<file path="config.mk">
export PLATFORM = sky130hd
export DESIGN_NAME = fifo_flag_polarity_config
export DESIGN_NICKNAME = d
export VERILOG_FILES = /design/src/rtl/flag_cfg_pkg.sv /design/src/rtl/flag_route_if.sv /design/src/rtl/pin_sync.sv /design/src/rtl/flag_router.sv /design/src/rtl/fifo_flag_polarity_config.sv
export VERILOG_INCLUDE_DIRS = /design/src /design/src/rtl
export SDC_FILE = /design/constraint.sdc
export NUM_CORES = 1
export LEC_CHECK = 0
export BUFFER_PORTS_ARGS = -buffer_cell sky130_fd_sc_hd__buf_2
export CAP_MARGIN = 25
export CORE_MARGIN = 1
export CORE_UTILIZATION = 48
export CTS_BUF_LIST = sky130_fd_sc_hd__clkbuf_2
export DETAILED_ROUTE_END_ITERATION = 7
export GPL_TIMING_DRIVEN = 0
export HOLD_SLACK_MARGIN = 0.08
export PLACE_DENSITY_LB_ADDON = 0.05
export SETUP_SLACK_MARGIN = 0.5
export SLEW_MARGIN = 10
export SYNTH_ARGS = -nofsm -noshare
export SYNTH_HDL_FRONTEND = slang
export SYNTH_SLANG_ARGS = --single-unit
</file>
<file path="constraint.sdc">
create_clock -name i_core_clk -period 2.45 [get_ports i_core_clk]
set_clock_uncertainty 0.1 [all_clocks]
set_input_delay 0.735 -clock i_core_clk [delete_from_list [all_inputs] [get_ports i_core_clk]]
set_output_delay 0.735 -clock i_core_clk [all_outputs]
set_load 0.1 [all_outputs]
</file>
<file path="src/rtl/flag_cfg_params.svh">
`ifndef FLAG_CFG_PARAMS_SVH
`define FLAG_CFG_PARAMS_SVH

// ****************************************
// Command register offsets
// ****************************************
`define CMD_ADDR_W 6
`define REG_IFC 6'h01
`define REG_FLAG_AB 6'h02
`define REG_FLAG_CD 6'h03
`define REG_POL 6'h04
`define REG_PTR_LO 6'h3a
`define REG_PTR_HI 6'h3b
`define REG_HDATA 6'h3c
`define HIDDEN_POL_ADDR 16'he609

// ****************************************
// Reset values and write masks
// ****************************************
`define IFC_RESET 8'hc9
`define FLAG_SEL_RESET 8'h00
`define POL_RESET 8'h00
`define PTR_RESET 8'h00
`define POL_SW_MASK 8'ha3
`define POL_HIDDEN_MASK 8'hbf

// ****************************************
// Field positions
// ****************************************
`define IFC_STROBE_MODE_SELECT 3
`define IFC_STANDBY 2
`define IFC_SHARED 1
`define IFC_DETACH 0
`define POL_WAKE 7
`define POL_PKT 5
`define POL_OE 4
`define POL_RD 3
`define POL_WR 2
`define POL_EMPTY 1
`define POL_FULL 0
`define FIFO_IDX_HI 1
`define FIFO_IDX_LO 0

// ****************************************
// Flag select coding
// ****************************************
`define FSEL_FIXED 4'h0
`define FSEL_GRP_FIXED 2'b00
`define FSEL_GRP_PROG 2'b01
`define FSEL_GRP_EMPTY 2'b10
`define FSEL_GRP_FULL 2'b11
`define FLAG_INACTIVE 1'b0

`endif

</file>
<file path="src/rtl/flag_cfg_pkg.sv">
`default_nettype none
package flag_cfg_pkg;
  typedef logic [3:0] flag_sel_t;
  typedef logic [7:0] reg_byte_t;
  typedef enum logic [1:0] {
    NIB_HI = 2'b01,
    NIB_LO = 2'b10
  } nib_state_e;
endpackage
`default_nettype wire

</file>
<file path="src/rtl/flag_route_if.sv">
`timescale 1ns/1ps
`default_nettype none
interface flag_route_if #(parameter int NUM_EP = 4);
  import flag_cfg_pkg::*;
  flag_sel_t sel [4];
  logic [NUM_EP-1:0] prog;
  logic [NUM_EP-1:0] empty;
  logic [NUM_EP-1:0] full;
  logic [1:0] addr_idx;
  logic empty_hi;
  logic full_hi;
  logic [3:0] level;
  modport cfg (output sel, prog, empty, full, addr_idx, empty_hi, full_hi, input level);
  modport route (input sel, prog, empty, full, addr_idx, empty_hi, full_hi, output level);
endinterface
`default_nettype wire

</file>
<file path="src/rtl/pin_sync.sv">
`timescale 1ns/1ps
`default_nettype none
module pin_sync #(
  parameter int W = 1
) (
  // Clock and reset
  input wire logic i_core_clk,
  input wire logic i_rst_b,
  // Pins
  input wire logic [W-1:0] i_pin,
  output logic [W-1:0] o_level
);
  logic [W-1:0] s1_q;
  logic [W-1:0] s2_q;
  logic [W-1:0] s3_q;
  logic [W-1:0] lvl_q;
  logic [W-1:0] lvl_d;

  genvar g;
  generate
    for (g = 0; g < W; g++)
    begin : g_bit
      // A change is taken once the second and third stages agree
      always_comb
      begin
        lvl_d[g] = (s2_q[g] == s3_q[g]) ? s3_q[g] : lvl_q[g];
      end
      always_ff @(posedge i_core_clk or negedge i_rst_b)
      begin
        if (!i_rst_b)
        begin
          s1_q[g] <= 1'b0;
          s2_q[g] <= 1'b0;
          s3_q[g] <= 1'b0;
          lvl_q[g] <= 1'b0;
        end
        else
        begin
          s1_q[g] <= i_pin[g];
          s2_q[g] <= s1_q[g];
          s3_q[g] <= s2_q[g];
          lvl_q[g] <= lvl_d[g];
        end
      end
    end
  endgenerate

  assign o_level = lvl_q;
endmodule
`default_nettype wire

</file>
<file path="src/rtl/flag_router.sv">
`timescale 1ns/1ps
`default_nettype none
`include "flag_cfg_params.svh"
module flag_router (
  flag_route_if.route rt
);
  import flag_cfg_pkg::*;

  genvar g;
  generate
    for (g = 0; g < 4; g++)
    begin : g_flag
      logic [1:0] ep;
      logic e_lvl;
      logic f_lvl;
      always_comb
      begin
        ep = rt.sel[g][1:0];
        e_lvl = rt.empty_hi ? rt.empty[ep] : ~rt.empty[ep];
        f_lvl = rt.full_hi ? rt.full[ep] : ~rt.full[ep];
        rt.level[g] = `FLAG_INACTIVE;
        unique case (rt.sel[g][3:2])
          `FSEL_GRP_FIXED:
          begin
            // Code zero follows the addressed FIFO on flags A-C only; other codes here are reserved
            if (rt.sel[g] == `FSEL_FIXED)
            begin
              if (g == 0)
                rt.level[g] = rt.prog[rt.addr_idx];
              else if (g == 1)
                rt.level[g] = rt.full_hi ? rt.full[rt.addr_idx] : ~rt.full[rt.addr_idx];
              else if (g == 2)
                rt.level[g] = rt.empty_hi ? rt.empty[rt.addr_idx] : ~rt.empty[rt.addr_idx];
            end
          end
          `FSEL_GRP_PROG: rt.level[g] = rt.prog[ep];
          `FSEL_GRP_EMPTY: rt.level[g] = e_lvl;
          `FSEL_GRP_FULL: rt.level[g] = f_lvl;
        endcase
      end
    end
  endgenerate
endmodule
`default_nettype wire

</file>
<file path="src/rtl/fifo_flag_polarity_config.sv">
`timescale 1ns/1ps
`default_nettype none
`include "flag_cfg_params.svh"
// Functional notes
// - Asynchronous mode, the reset default, takes read and write pins as direct strobes.
// - Synchronous mode samples read and write as enables on interface clock edges.
// - Writing standby bit 2 to one stops the oscillator.
// - Standby ends on resumed bus activity or an active wakeup pin.
// - Shared pin bit 1: zero is chip select, one is fourth flag output.
// - Detach bit 0: one floats the D+ pull-up, zero enables it.
// - Four 4-bit select fields in registers 0x02 and 0x03, reset zero.
// - Code zero gives fixed flags A-C for the FIFO addressed by the pins; flag D stays inactive.
// - Codes 1-3 reserved; 4-7 programmable, 8-11 empty, 12-15 full, per endpoint.
// - Codes 4-15 route each flag independently of the FIFO address pins.
// - Wake polarity bit 7: zero active low, one active high.
// - Packet-end polarity bit 5: zero active low, one active high.
// - Strobe polarity bits 4..2 read-only at 0x04, active low after reset.
// - Empty polarity bit 1 chooses the empty flag level.
// - Full polarity bit 0 chooses the full flag level.
// - Hidden polarity register at 0xE609, strobe polarity bits writable there.
module fifo_flag_polarity_config
#(
  parameter int NUM_EP = 4
) (
  // Clock and reset
  input wire logic i_core_clk,
  input wire logic i_rst_b,
  // Command port
  input wire logic i_cmd_valid,
  input wire logic i_cmd_addr_phase,
  input wire logic i_cmd_read,
  input wire flag_cfg_pkg::reg_byte_t i_cmd_byte,
  output flag_cfg_pkg::reg_byte_t o_rd_data,
  output logic o_rd_valid,
  // Interface pins
  input wire logic [2:0] i_fifo_select_inputs,
  input wire logic i_read_strobe_input,
  input wire logic i_write_strobe_input,
  input wire logic i_output_enable_input,
  input wire logic i_packet_end_input,
  input wire logic i_wake_pin,
  input wire logic i_interface_clock_pin,
  // Endpoint FIFO state
  input wire logic i_bus_activity,
  input wire logic [NUM_EP-1:0] i_ep_programmable_flag,
  input wire logic [NUM_EP-1:0] i_ep_empty_flag,
  input wire logic [NUM_EP-1:0] i_ep_full_flag,
  // Flag pins
  output logic o_flag_out_a,
  output logic o_flag_out_b,
  output logic o_flag_out_c,
  output logic o_flag_out_d,
  output logic o_flag_out_d_oe,
  // Decoded strobes
  output logic o_read_pulse,
  output logic o_write_pulse,
  output logic o_output_enable,
  output logic o_packet_end,
  // Interface state
  output logic o_strobe_mode_select,
  output logic o_osc_stop,
  output logic o_pullup_en
);
  import flag_cfg_pkg::*;
  generate
    if (NUM_EP != 4)
    begin : g_check
      $error("NUM_EP must be 4");
    end
  endgenerate

  // ****************************************
  // Pin synchronisers
  // ****************************************
  localparam int NPIN = 9;
  logic [NPIN-1:0] pin_lvl;
  logic [2:0] fsel;
  logic rd_pin;
  logic wr_pin;
  logic oe_pin;
  logic pkt_pin;
  logic wake_pin;
  logic interface_clock_pin_pin;

  pin_sync #(.W(NPIN)) u_sync (
    .i_core_clk(i_core_clk),
    .i_rst_b(i_rst_b),
    .i_pin({i_interface_clock_pin, i_wake_pin, i_packet_end_input, i_output_enable_input,
            i_write_strobe_input, i_read_strobe_input, i_fifo_select_inputs}),
    .o_level(pin_lvl)
  );
  assign {interface_clock_pin_pin, wake_pin, pkt_pin, oe_pin, wr_pin, rd_pin, fsel} = pin_lvl;

  // ****************************************
  // Command registers
  // ****************************************
  nib_state_e nib_q;
  nib_state_e nib_d;
  logic [`CMD_ADDR_W-1:0] addr_q;
  logic [`CMD_ADDR_W-1:0] addr_d;
  logic [3:0] hi_nib_q;
  logic [3:0] hi_nib_d;
  reg_byte_t ifc_q;
  reg_byte_t ifc_d;
  reg_byte_t sel_ab_q;
  reg_byte_t sel_ab_d;
  reg_byte_t sel_cd_q;
  reg_byte_t sel_cd_d;
  reg_byte_t pol_q;
  reg_byte_t pol_d;
  reg_byte_t ptr_lo_q;
  reg_byte_t ptr_lo_d;
  reg_byte_t ptr_hi_q;
  reg_byte_t ptr_hi_d;
  reg_byte_t rd_data_q;
  reg_byte_t rd_data_d;
  logic rd_valid_q;
  logic rd_valid_d;
  logic wr_fire;
  reg_byte_t wr_byte;
  logic wake_evt;
  logic wake_act;

  assign wake_act = pol_q[`POL_WAKE] ? wake_pin : ~wake_pin;
  assign wake_evt = ifc_q[`IFC_STANDBY] & (i_bus_activity | wake_act);

  always_comb
  begin
    nib_d = nib_q;
    addr_d = addr_q;
    hi_nib_d = hi_nib_q;
    ifc_d = ifc_q;
    sel_ab_d = sel_ab_q;
    sel_cd_d = sel_cd_q;
    pol_d = pol_q;
    ptr_lo_d = ptr_lo_q;
    ptr_hi_d = ptr_hi_q;
    rd_data_d = rd_data_q;
    rd_valid_d = 1'b0;
    wr_fire = 1'b0;
    wr_byte = {hi_nib_q, i_cmd_byte[3:0]};
    // Each byte arrives as upper nibble then lower nibble
    if (i_cmd_valid && i_cmd_addr_phase)
    begin
      addr_d = i_cmd_byte[`CMD_ADDR_W-1:0];
      nib_d = NIB_HI;
    end
    else if (i_cmd_valid)
    begin
      unique case (nib_q)
        NIB_HI:
        begin
          hi_nib_d = i_cmd_byte[3:0];
          nib_d = NIB_LO;
        end
        NIB_LO:
        begin
          wr_fire = 1'b1;
          nib_d = NIB_HI;
        end
      endcase
    end
    // Wakeup clears standby; a write in the same cycle takes priority
    if (wake_evt)
      ifc_d[`IFC_STANDBY] = 1'b0;
    if (wr_fire)
    begin
      case (addr_q)
        `REG_IFC: ifc_d = wr_byte;
        `REG_FLAG_AB: sel_ab_d = wr_byte;
        `REG_FLAG_CD: sel_cd_d = wr_byte;
        `REG_POL: pol_d = (pol_q & ~`POL_SW_MASK) | (wr_byte & `POL_SW_MASK);
        `REG_PTR_LO: ptr_lo_d = wr_byte;
        `REG_PTR_HI: ptr_hi_d = wr_byte;
        `REG_HDATA:
        begin
          if ({ptr_hi_q, ptr_lo_q} == `HIDDEN_POL_ADDR)
            pol_d = wr_byte & `POL_HIDDEN_MASK;
        end
        default:
        begin
        end
      endcase
    end
    if (i_cmd_read)
    begin
      rd_valid_d = 1'b1;
      case (addr_q)
        `REG_IFC: rd_data_d = ifc_q;
        `REG_FLAG_AB: rd_data_d = sel_ab_q;
        `REG_FLAG_CD: rd_data_d = sel_cd_q;
        `REG_POL: rd_data_d = pol_q;
        `REG_PTR_LO: rd_data_d = ptr_lo_q;
        `REG_PTR_HI: rd_data_d = ptr_hi_q;
        default: rd_data_d = 8'h00;
      endcase
    end
  end

  always_ff @(posedge i_core_clk or negedge i_rst_b)
  begin
    if (!i_rst_b)
    begin
      nib_q <= NIB_HI;
      addr_q <= '0;
      hi_nib_q <= 4'h0;
      ifc_q <= `IFC_RESET;
      sel_ab_q <= `FLAG_SEL_RESET;
      sel_cd_q <= `FLAG_SEL_RESET;
      pol_q <= `POL_RESET;
      ptr_lo_q <= `PTR_RESET;
      ptr_hi_q <= `PTR_RESET;
      rd_data_q <= 8'h00;
      rd_valid_q <= 1'b0;
    end
    else
    begin
      nib_q <= nib_d;
      addr_q <= addr_d;
      hi_nib_q <= hi_nib_d;
      ifc_q <= ifc_d;
      sel_ab_q <= sel_ab_d;
      sel_cd_q <= sel_cd_d;
      pol_q <= pol_d;
      ptr_lo_q <= ptr_lo_d;
      ptr_hi_q <= ptr_hi_d;
      rd_data_q <= rd_data_d;
      rd_valid_q <= rd_valid_d;
    end
  end

  // ****************************************
  // Flag routing
  // ****************************************
  flag_route_if #(.NUM_EP(NUM_EP)) frt ();

  assign frt.sel[0] = sel_ab_q[3:0];
  assign frt.sel[1] = sel_ab_q[7:4];
  assign frt.sel[2] = sel_cd_q[3:0];
  assign frt.sel[3] = sel_cd_q[7:4];
  assign frt.prog = i_ep_programmable_flag;
  assign frt.empty = i_ep_empty_flag;
  assign frt.full = i_ep_full_flag;
  assign frt.addr_idx = fsel[`FIFO_IDX_HI:`FIFO_IDX_LO];
  assign frt.empty_hi = pol_q[`POL_EMPTY];
  assign frt.full_hi = pol_q[`POL_FULL];

  flag_router u_router (
    .rt(frt.route)
  );

  // ****************************************
  // Strobe decode and pin outputs
  // ****************************************
  logic rd_act;
  logic wr_act;
  logic rd_prev_q;
  logic wr_prev_q;
  logic interface_clock_pin_prev_q;
  logic interface_clock_pin_rise;
  logic [3:0] flag_q;
  logic [3:0] flag_d;
  logic rd_pulse_q;
  logic rd_pulse_d;
  logic wr_pulse_q;
  logic wr_pulse_d;
  logic oe_q;
  logic oe_d;
  logic pkt_q;
  logic pkt_d;
  logic pullup_q;
  logic pullup_d;

  assign rd_act = pol_q[`POL_RD] ? rd_pin : ~rd_pin;
  assign wr_act = pol_q[`POL_WR] ? wr_pin : ~wr_pin;
  assign interface_clock_pin_rise = interface_clock_pin_pin & ~interface_clock_pin_prev_q;

  always_comb
  begin
    flag_d = frt.level;
    // Next shared bit, so the pin never shows a flag once its enable has dropped
    if (!ifc_d[`IFC_SHARED])
      flag_d[3] = `FLAG_INACTIVE;
    if (ifc_q[`IFC_STROBE_MODE_SELECT])
    begin
      rd_pulse_d = rd_act & ~rd_prev_q;
      wr_pulse_d = wr_act & ~wr_prev_q;
    end
    else
    begin
      rd_pulse_d = rd_act & interface_clock_pin_rise;
      wr_pulse_d = wr_act & interface_clock_pin_rise;
    end
    oe_d = pol_q[`POL_OE] ? oe_pin : ~oe_pin;
    pkt_d = pol_q[`POL_PKT] ? pkt_pin : ~pkt_pin;
    pullup_d = ~ifc_q[`IFC_DETACH];
  end

  always_ff @(posedge i_core_clk or negedge i_rst_b)
  begin
    if (!i_rst_b)
    begin
      rd_prev_q <= 1'b1;
      wr_prev_q <= 1'b1;
      interface_clock_pin_prev_q <= 1'b1;
      flag_q <= 4'h0;
      rd_pulse_q <= 1'b0;
      wr_pulse_q <= 1'b0;
      oe_q <= 1'b0;
      pkt_q <= 1'b0;
      pullup_q <= 1'b0;
    end
    else
    begin
      rd_prev_q <= rd_act;
      wr_prev_q <= wr_act;
      interface_clock_pin_prev_q <= interface_clock_pin_pin;
      flag_q <= flag_d;
      rd_pulse_q <= rd_pulse_d;
      wr_pulse_q <= wr_pulse_d;
      oe_q <= oe_d;
      pkt_q <= pkt_d;
      pullup_q <= pullup_d;
    end
  end

  assign o_rd_data = rd_data_q;
  assign o_rd_valid = rd_valid_q;
  assign o_flag_out_a = flag_q[0];
  assign o_flag_out_b = flag_q[1];
  assign o_flag_out_c = flag_q[2];
  assign o_flag_out_d = flag_q[3];
  assign o_flag_out_d_oe = ifc_q[`IFC_SHARED];
  assign o_read_pulse = rd_pulse_q;
  assign o_write_pulse = wr_pulse_q;
  assign o_output_enable = oe_q;
  assign o_packet_end = pkt_q;
  assign o_strobe_mode_select = ifc_q[`IFC_STROBE_MODE_SELECT];
  assign o_osc_stop = ifc_q[`IFC_STANDBY];
  assign o_pullup_en = pullup_q;
endmodule
`default_nettype wire

</file>
# Word-level counts from Yosys, hierarchy flattened
# Index checks and enable logic that the tools add are counted.
dict set report word_totals {
  regBits 113
  in_bits 35
  out_inout_bits 21
  word_cells 201
}
dict set report classes {
  n_lt_le_gt_ge 5
  n_eq_ne 31
  n_mux 68
  n_bitwise 28
  n_reduce_logical 16
}
# cell count
set op_table {}
lappend op_table {{case mux 8 bit (6 select lines)} 1}
lappend op_table {{two-way mux 1 bit} 41}
lappend op_table {{binary-select mux 1 bit (select 2 bit)} 15}
lappend op_table {{inverter 1 bit} 20}
lappend op_table {{== test 2 bit, second input constant} 9}
lappend op_table {{== test 6 bit, second input constant} 3}
lappend op_table {{== test 16 bit, second input constant} 1}
lappend op_table {{case mux 8 bit (2 select lines)} 1}
lappend op_table {{< comparator 2 x 3 -> 1 bit, second input constant} 5}
lappend op_table {{== test 6 x 2 -> 1 bit, second input constant} 2}
lappend op_table {{zero test 4 bit} 3}
lappend op_table {{case mux 1 bit (4 select lines)} 3}
lappend op_table {{== test 2 x 1 -> 1 bit, second input constant} 5}
lappend op_table {{AND reduction 2 bit} 5}
lappend op_table {{== test 1 bit} 8}
lappend op_table {{two-way mux 8 bit} 1}
lappend op_table {{OR 7 x 8 -> 8 bit} 1}
lappend op_table {{bitwise AND 1 bit} 6}
lappend op_table {{== test 6 x 1 -> 1 bit, second input constant} 1}
lappend op_table {{== test 6 x 3 -> 1 bit, second input constant} 1}
lappend op_table {{zero test 2 bit} 3}
lappend op_table {{two-way mux 3 bit} 2}
lappend op_table {{AND reduction 3 bit} 2}
lappend op_table {{two-way mux 2 bit} 2}
lappend op_table {{other kinds (6)} 7}

# Logic depth before layout (Yosys ltp)
dict set report logic_depth {
  ltp_word 8
  depth_mapped 6
  ltp_nobuf 4
}

# Modules after synthesis
# From an unflattened synthesis, not the netlist that was laid out.
dict set report unflattened {
  cells_unflattened 346
  area_unflattened_um2 5047.3
}
# mod n_inst cells_each area_each_um2 seq_area_each_um2
set by_module_without_submodules {}
lappend by_module_without_submodules {fifo_flag_polarity_config 1 254 3465.8 2011.9}
lappend by_module_without_submodules {pin_sync 1 45 1002.2 900.9}
lappend by_module_without_submodules {flag_router 1 47 579.3 0.0}

# Least setup slack after synthesis
# No wires, ideal clock.
dict set report synth_timing {
  kind {in2reg}
  startpoint {input i_cmd_addr_phase}
  endpoint {register flag_q[3]}
  setup_ns 0.124
  arrival_time_ns 2.024
  required_time_ns 2.226
  setup_slack_ns 0.202
  path_stages 6
  n_path_buf 2
  path_cell_list {nand4bb_1 clkbuf_1 or3_1 buf_6 mux2_4 o31a_1}
}
dict set report synth_via {
  elab_chain_cells 4
}
# item line_no
set synth_lines {}
lappend synth_lines {{start: declaration} fifo_flag_polarity_config.sv:30} ;# input wire logic i_cmd_addr_phase,
lappend synth_lines {{logical AND 1 bit} fifo_flag_polarity_config.sv:143} ;# if (i_cmd_valid && i_cmd_addr_phase)
lappend synth_lines {{two-way mux 1 bit} fifo_flag_polarity_config.sv:143}
lappend synth_lines {{two-way mux 3 bit} fifo_flag_polarity_config.sv:166} ;# if (wr_fire)
lappend synth_lines {{net ifc_d[1]} fifo_flag_polarity_config.sv:104} ;# reg_byte_t ifc_d;
lappend synth_lines {{two-way mux 1 bit} fifo_flag_polarity_config.sv:282} ;# if (!ifc_d[`IFC_SHARED])
lappend synth_lines {{net flag_d[3]} fifo_flag_polarity_config.sv:262} ;# logic [3:0] flag_d;
lappend synth_lines {{end signal: assignment} fifo_flag_polarity_config.sv:318} ;# flag_q <= flag_d;
lappend synth_lines {{end: declaration} fifo_flag_polarity_config.sv:261} ;# logic [3:0] flag_q;
# The timed path passes the listed nets, and every way through them passes these cells.
# A chain may end at the register's enable or synchronous reset.

# Worst setup path in the final report
dict set report layout_timing {
  startpoint {register addr_q[2]}
  endpoint {register flag_q[3]}
}
dict set report layout_via {
  elab_chain_cells 4
}
# item line_no
set layout_lines {}
lappend layout_lines {{start: declaration} fifo_flag_polarity_config.sv:99} ;# logic [`CMD_ADDR_W-1:0] addr_q;
lappend layout_lines {{start signal: assignment} fifo_flag_polarity_config.sv:219} ;# addr_q <= addr_d;
lappend layout_lines {{== test 6 x 1 -> 1 bit} fifo_flag_polarity_config.sv:168} ;# case (addr_q)
lappend layout_lines {{two-way mux 3 bit} fifo_flag_polarity_config.sv:168}
lappend layout_lines {{two-way mux 3 bit} fifo_flag_polarity_config.sv:166}
lappend layout_lines {{net ifc_d[1]} fifo_flag_polarity_config.sv:104}
lappend layout_lines {{two-way mux 1 bit} fifo_flag_polarity_config.sv:282}
lappend layout_lines {{net flag_d[3]} fifo_flag_polarity_config.sv:262}
# The timed path passes the listed nets, and every way through them passes these cells.

==> impl_metrics.tcl <==
set metrics [dict create \
    grt_pass1_wl_mm 17.3 \
    synth-main-ff-cell "dfrtp_1" \
    synthCells 335 \
    power_density_nw_per_um2 616 \
    grt.total_usage 0.229 \
    p_leak_uw 0.00272 \
    grt_pass1_vias 3237 \
    die_y_um 102 \
    power.total_uw 3860 \
    crit_family "simple AND/OR/NAND/NOR gates" \
    fp.dieArea_um2 10500 \
    fp.coreArea_um2 9770 \
    grt_remaining_overflow 0 \
    worst_setup_path_start_kind "flop" \
    status "completed" \
    pwr-share-clk 0.207 \
    cp_slowest_cell "or4_4" \
    hold_path.class "in2reg" \
    post-route-period-util 0.905 \
    worstMarginPinSlew_ns 0.584 \
    p_int_uw 2640 \
    rows 36 \
    fmax_mhz 451 \
    cp.required_ns 2.86 \
    grt_max_degree 74 \
    crit_path_end_kind "flop" \
    drtAntennaViolNets 0 \
    initial_core_util 0.494 \
    ff2ff_setup_slack_ns 0.23 \
    power_frac_comb 0.227 \
    arrival_ns 2.63 \
    slew-limit-headroom 0.611 \
    drc_errors 0 \
    yosys.area.top_type "dfrtp_1" \
    root_buffer "clkbuf_2" \
    dp_hpwl_mm 7.39 \
    avgSynthCellArea_um2 14.4 \
    final.fill_count 782 \
    num_antenna_cells 0 \
    synth_area_leaders "dfrtp_1 54%, mux2_2 12%, mux4_2 7.5%" \
    synthArstFlopShare 1.00 \
    synth.most_common_cell "dfrtp_1" \
    io_buffers 52 \
    synth_fp_nets 370 \
    seqPwrFrac 0.566 \
    finalSetupViolCount 0 \
    period_minus_slack_ns 2.22 \
    worstSetupPathType "reg2reg" \
    slew_viol_final 0 \
    rsz0062_at_grt "true" \
    cts.clk_slew.worst_paths_ns 0.26 \
    switchingPower_uw 1220 \
    clock_path_buffers 2 \
    cap_violations 0 \
    antenna_found_initial 0 \
    die_w_um 102 \
    clk_latency_ns 0.61 \
    synth_top_area_frac 0.539 \
    cts.sinks 112 \
    yosysWarnings 0 \
    numCtsBuffers 9 \
    ys_types 47 \
    syn_to_final_growth_pct 29.8 \
    synth_common_cells "104 x dfrtp_1, 52 x mux2_2, 16 x mux4_2" \
    drive_gt1_frac 0.446 \
    viasPerCell 5.72 \
    irDropWorstVdd_mv 0.389 \
    worst-path-max-fanout 3 \
    hold_viol_final 0 \
    yosys_register_bits 112 \
    fin_nets 472 \
    worstPathCellList "or4_4, buf_8, or3_4, buf_6, mux2_4, o31a_1" \
    io_pins 56 \
    first_pass_iters 4 \
    seq_area_frac_synth 0.583 \
    h-tree-depth 3 \
    drt_wl_total_mm 11.2 \
    slowest_delay_ns 0.55 \
    instances_no_fill 575 \
    swShare 0.315 \
    vias 3287 \
    drtIter0Drc 148 \
    syn_area_um2 4830 \
    synth_enable_flop_cells 0 \
    gp_congestion 0.845 \
    cp_num_buf_inv 2 \
    cts_tree "yes" \
    wl_per_cell_um 19.5 \
    dp.cells 521 \
]
==> layout by cell type (no fill, tap or decap), types with 3 or more instances in the layout <==
cell type	instances
dlygate4sd3_1	9
a221oi_1	8
buf_6	7
clkinv_1	3
o21ai_0	3
buf_1	3
buf_2	30
mux4_2	16
mux2i_1	3
clkbuf_2	14
buf_8	8
a2bb2oi_1	4
nand2b_1	4
mux2_4	17
nor2_1	10
xnor2_1	12
and3b_1	3
xor2_1	3
dfstp_2	8
buf_4	19
nor3_4	4
a31oi_1	7
buf_12	19
nor3_1	4
a22oi_1	13
dfrtp_1	103
o211ai_1	8
inv_1	3
nand2_1	12
maj3_1	8
nor2_4	3
mux2_2	36
==> per-layer routing <==
metal / track usage / part of all wire / wire [um] / vias up
met3: 0.0506 / 0.045 / 510 / 14
met5: 0 / 0 / 0 / -
met1: 0.309 / 0.45 / 5070 / 1699
met4: 0.0725 / 0.014 / 157 / 0
li1: - / - / - / 1473
met2: 0.370 / 0.49 / 5490 / 101
==> state kept, by name, summed over array words and instances (netlist names), 2 cells and up <==
| name | cells |
|---|---|
| flag_q | 4 |
| ifc_q | 8 |
| ptr_hi_q | 8 |
| sel_ab_q | 8 |
| u_sync.o_level | 8 |
| u_sync.s1_q | 8 |
| sel_cd_q | 8 |
| o_rd_data | 8 |
| u_sync.s3_q | 8 |
| nib_q | 2 |
| hi_nib_q | 4 |
| ptr_lo_q | 8 |
| pol_q | 7 |
| u_sync.s2_q | 8 |
| addr_q | 6 |
==> kinds of logic (layout without fill, tap and decap cells) <==
group,Yosys count,count (layout),synth area share
adders and majority gates,8,8,0.0166
muxes,72,72,0.205
buffers and inverters,13,120,0.0119
DFF,112,112,0.583
AOI/OAI and AO/OA,51,51,0.0791
xor gates and xnor gates,15,15,0.0272
and+or+nand+nor,64,64,0.0770
==> final timing paths <==
| kind | from | end | depth (start not counted) |
|---|---|---|---|
| setup / recovery | addr_q[2]$_DFFE_PN0P_ | flag_q[3]$_DFF_PN0_ | 6 |
| hold / removal | i_interface_clock_pin | u_sync.s1_q[8]$_DFF_PN0_ | 1 |
| setup reg to reg | addr_q[2]$_DFFE_PN0P_ | flag_q[3]$_DFF_PN0_ | 6 |
| hold reg to reg | u_sync.s1_q[1]$_DFF_PN0_ | u_sync.s2_q[1]$_DFF_PN0_ | 0 |
| max in group asynchronous | i_rst_b | rd_prev_q$_DFF_PN1_ | 3 |
| min in group asynchronous | i_rst_b | flag_q[3]$_DFF_PN0_ | 2 |
==> through the flow <==
stage / TNS (ns) / hold slack, ns / worst slack (ns) / area, um2 / utilization
floorplan: 0 / 0.231 / 0.309 / 4890 / -
global placement: -81.37 / 0.232 / -0.769 / 5310 / 0.544
detailed placement: -0.768 / 0.235 / -0.0610 / 5350 / 0.547
CTS: 0 / 0.0946 / 0.219 / 5950 / 0.609
global route: 0 / 0.0752 / 0.183 / 6260 / 0.641
finish: 0 / 0.132 / 0.232 / 6260 / 0.641
==> power by group through the flow <==
stage	combinational (uW)	sequential [uW]	clock, uW
final	876	2180	799
after global routing	927	2210	890
after CTS	818	2170	824
after detailed placement	694	2190	0
after global placement	681	2190	0
after floorplan	282	2380	0
==> cell type report <==
cell class | instances | area (um2) | area share
Clock buffer | 11 | 55.1 | 0.00879
Tap cell | 133 | 166 | 0.0266
Timing Repair Buffer | 91 | 963 | 0.154
Multi-Input combinational cell | 210 | 2130 | 0.340
Inverter | 3 | 11.3 | 0.00180
Clock inverter | 5 | 50.0 | 0.00799
Buffer | 10 | 70.1 | 0.0112
Sequential cell | 112 | 2810 | 0.449
==> what timing repair did <==
item,in CTS,in global routing
pin swaps,5,9
setup buffers,17,12
hold endpoints to repair,36,8
hold buffers,1,8
gates resized for setup,90,31
setup endpoints to repair,64,79
No activity file was read; power rests on OpenSTA's default activity.
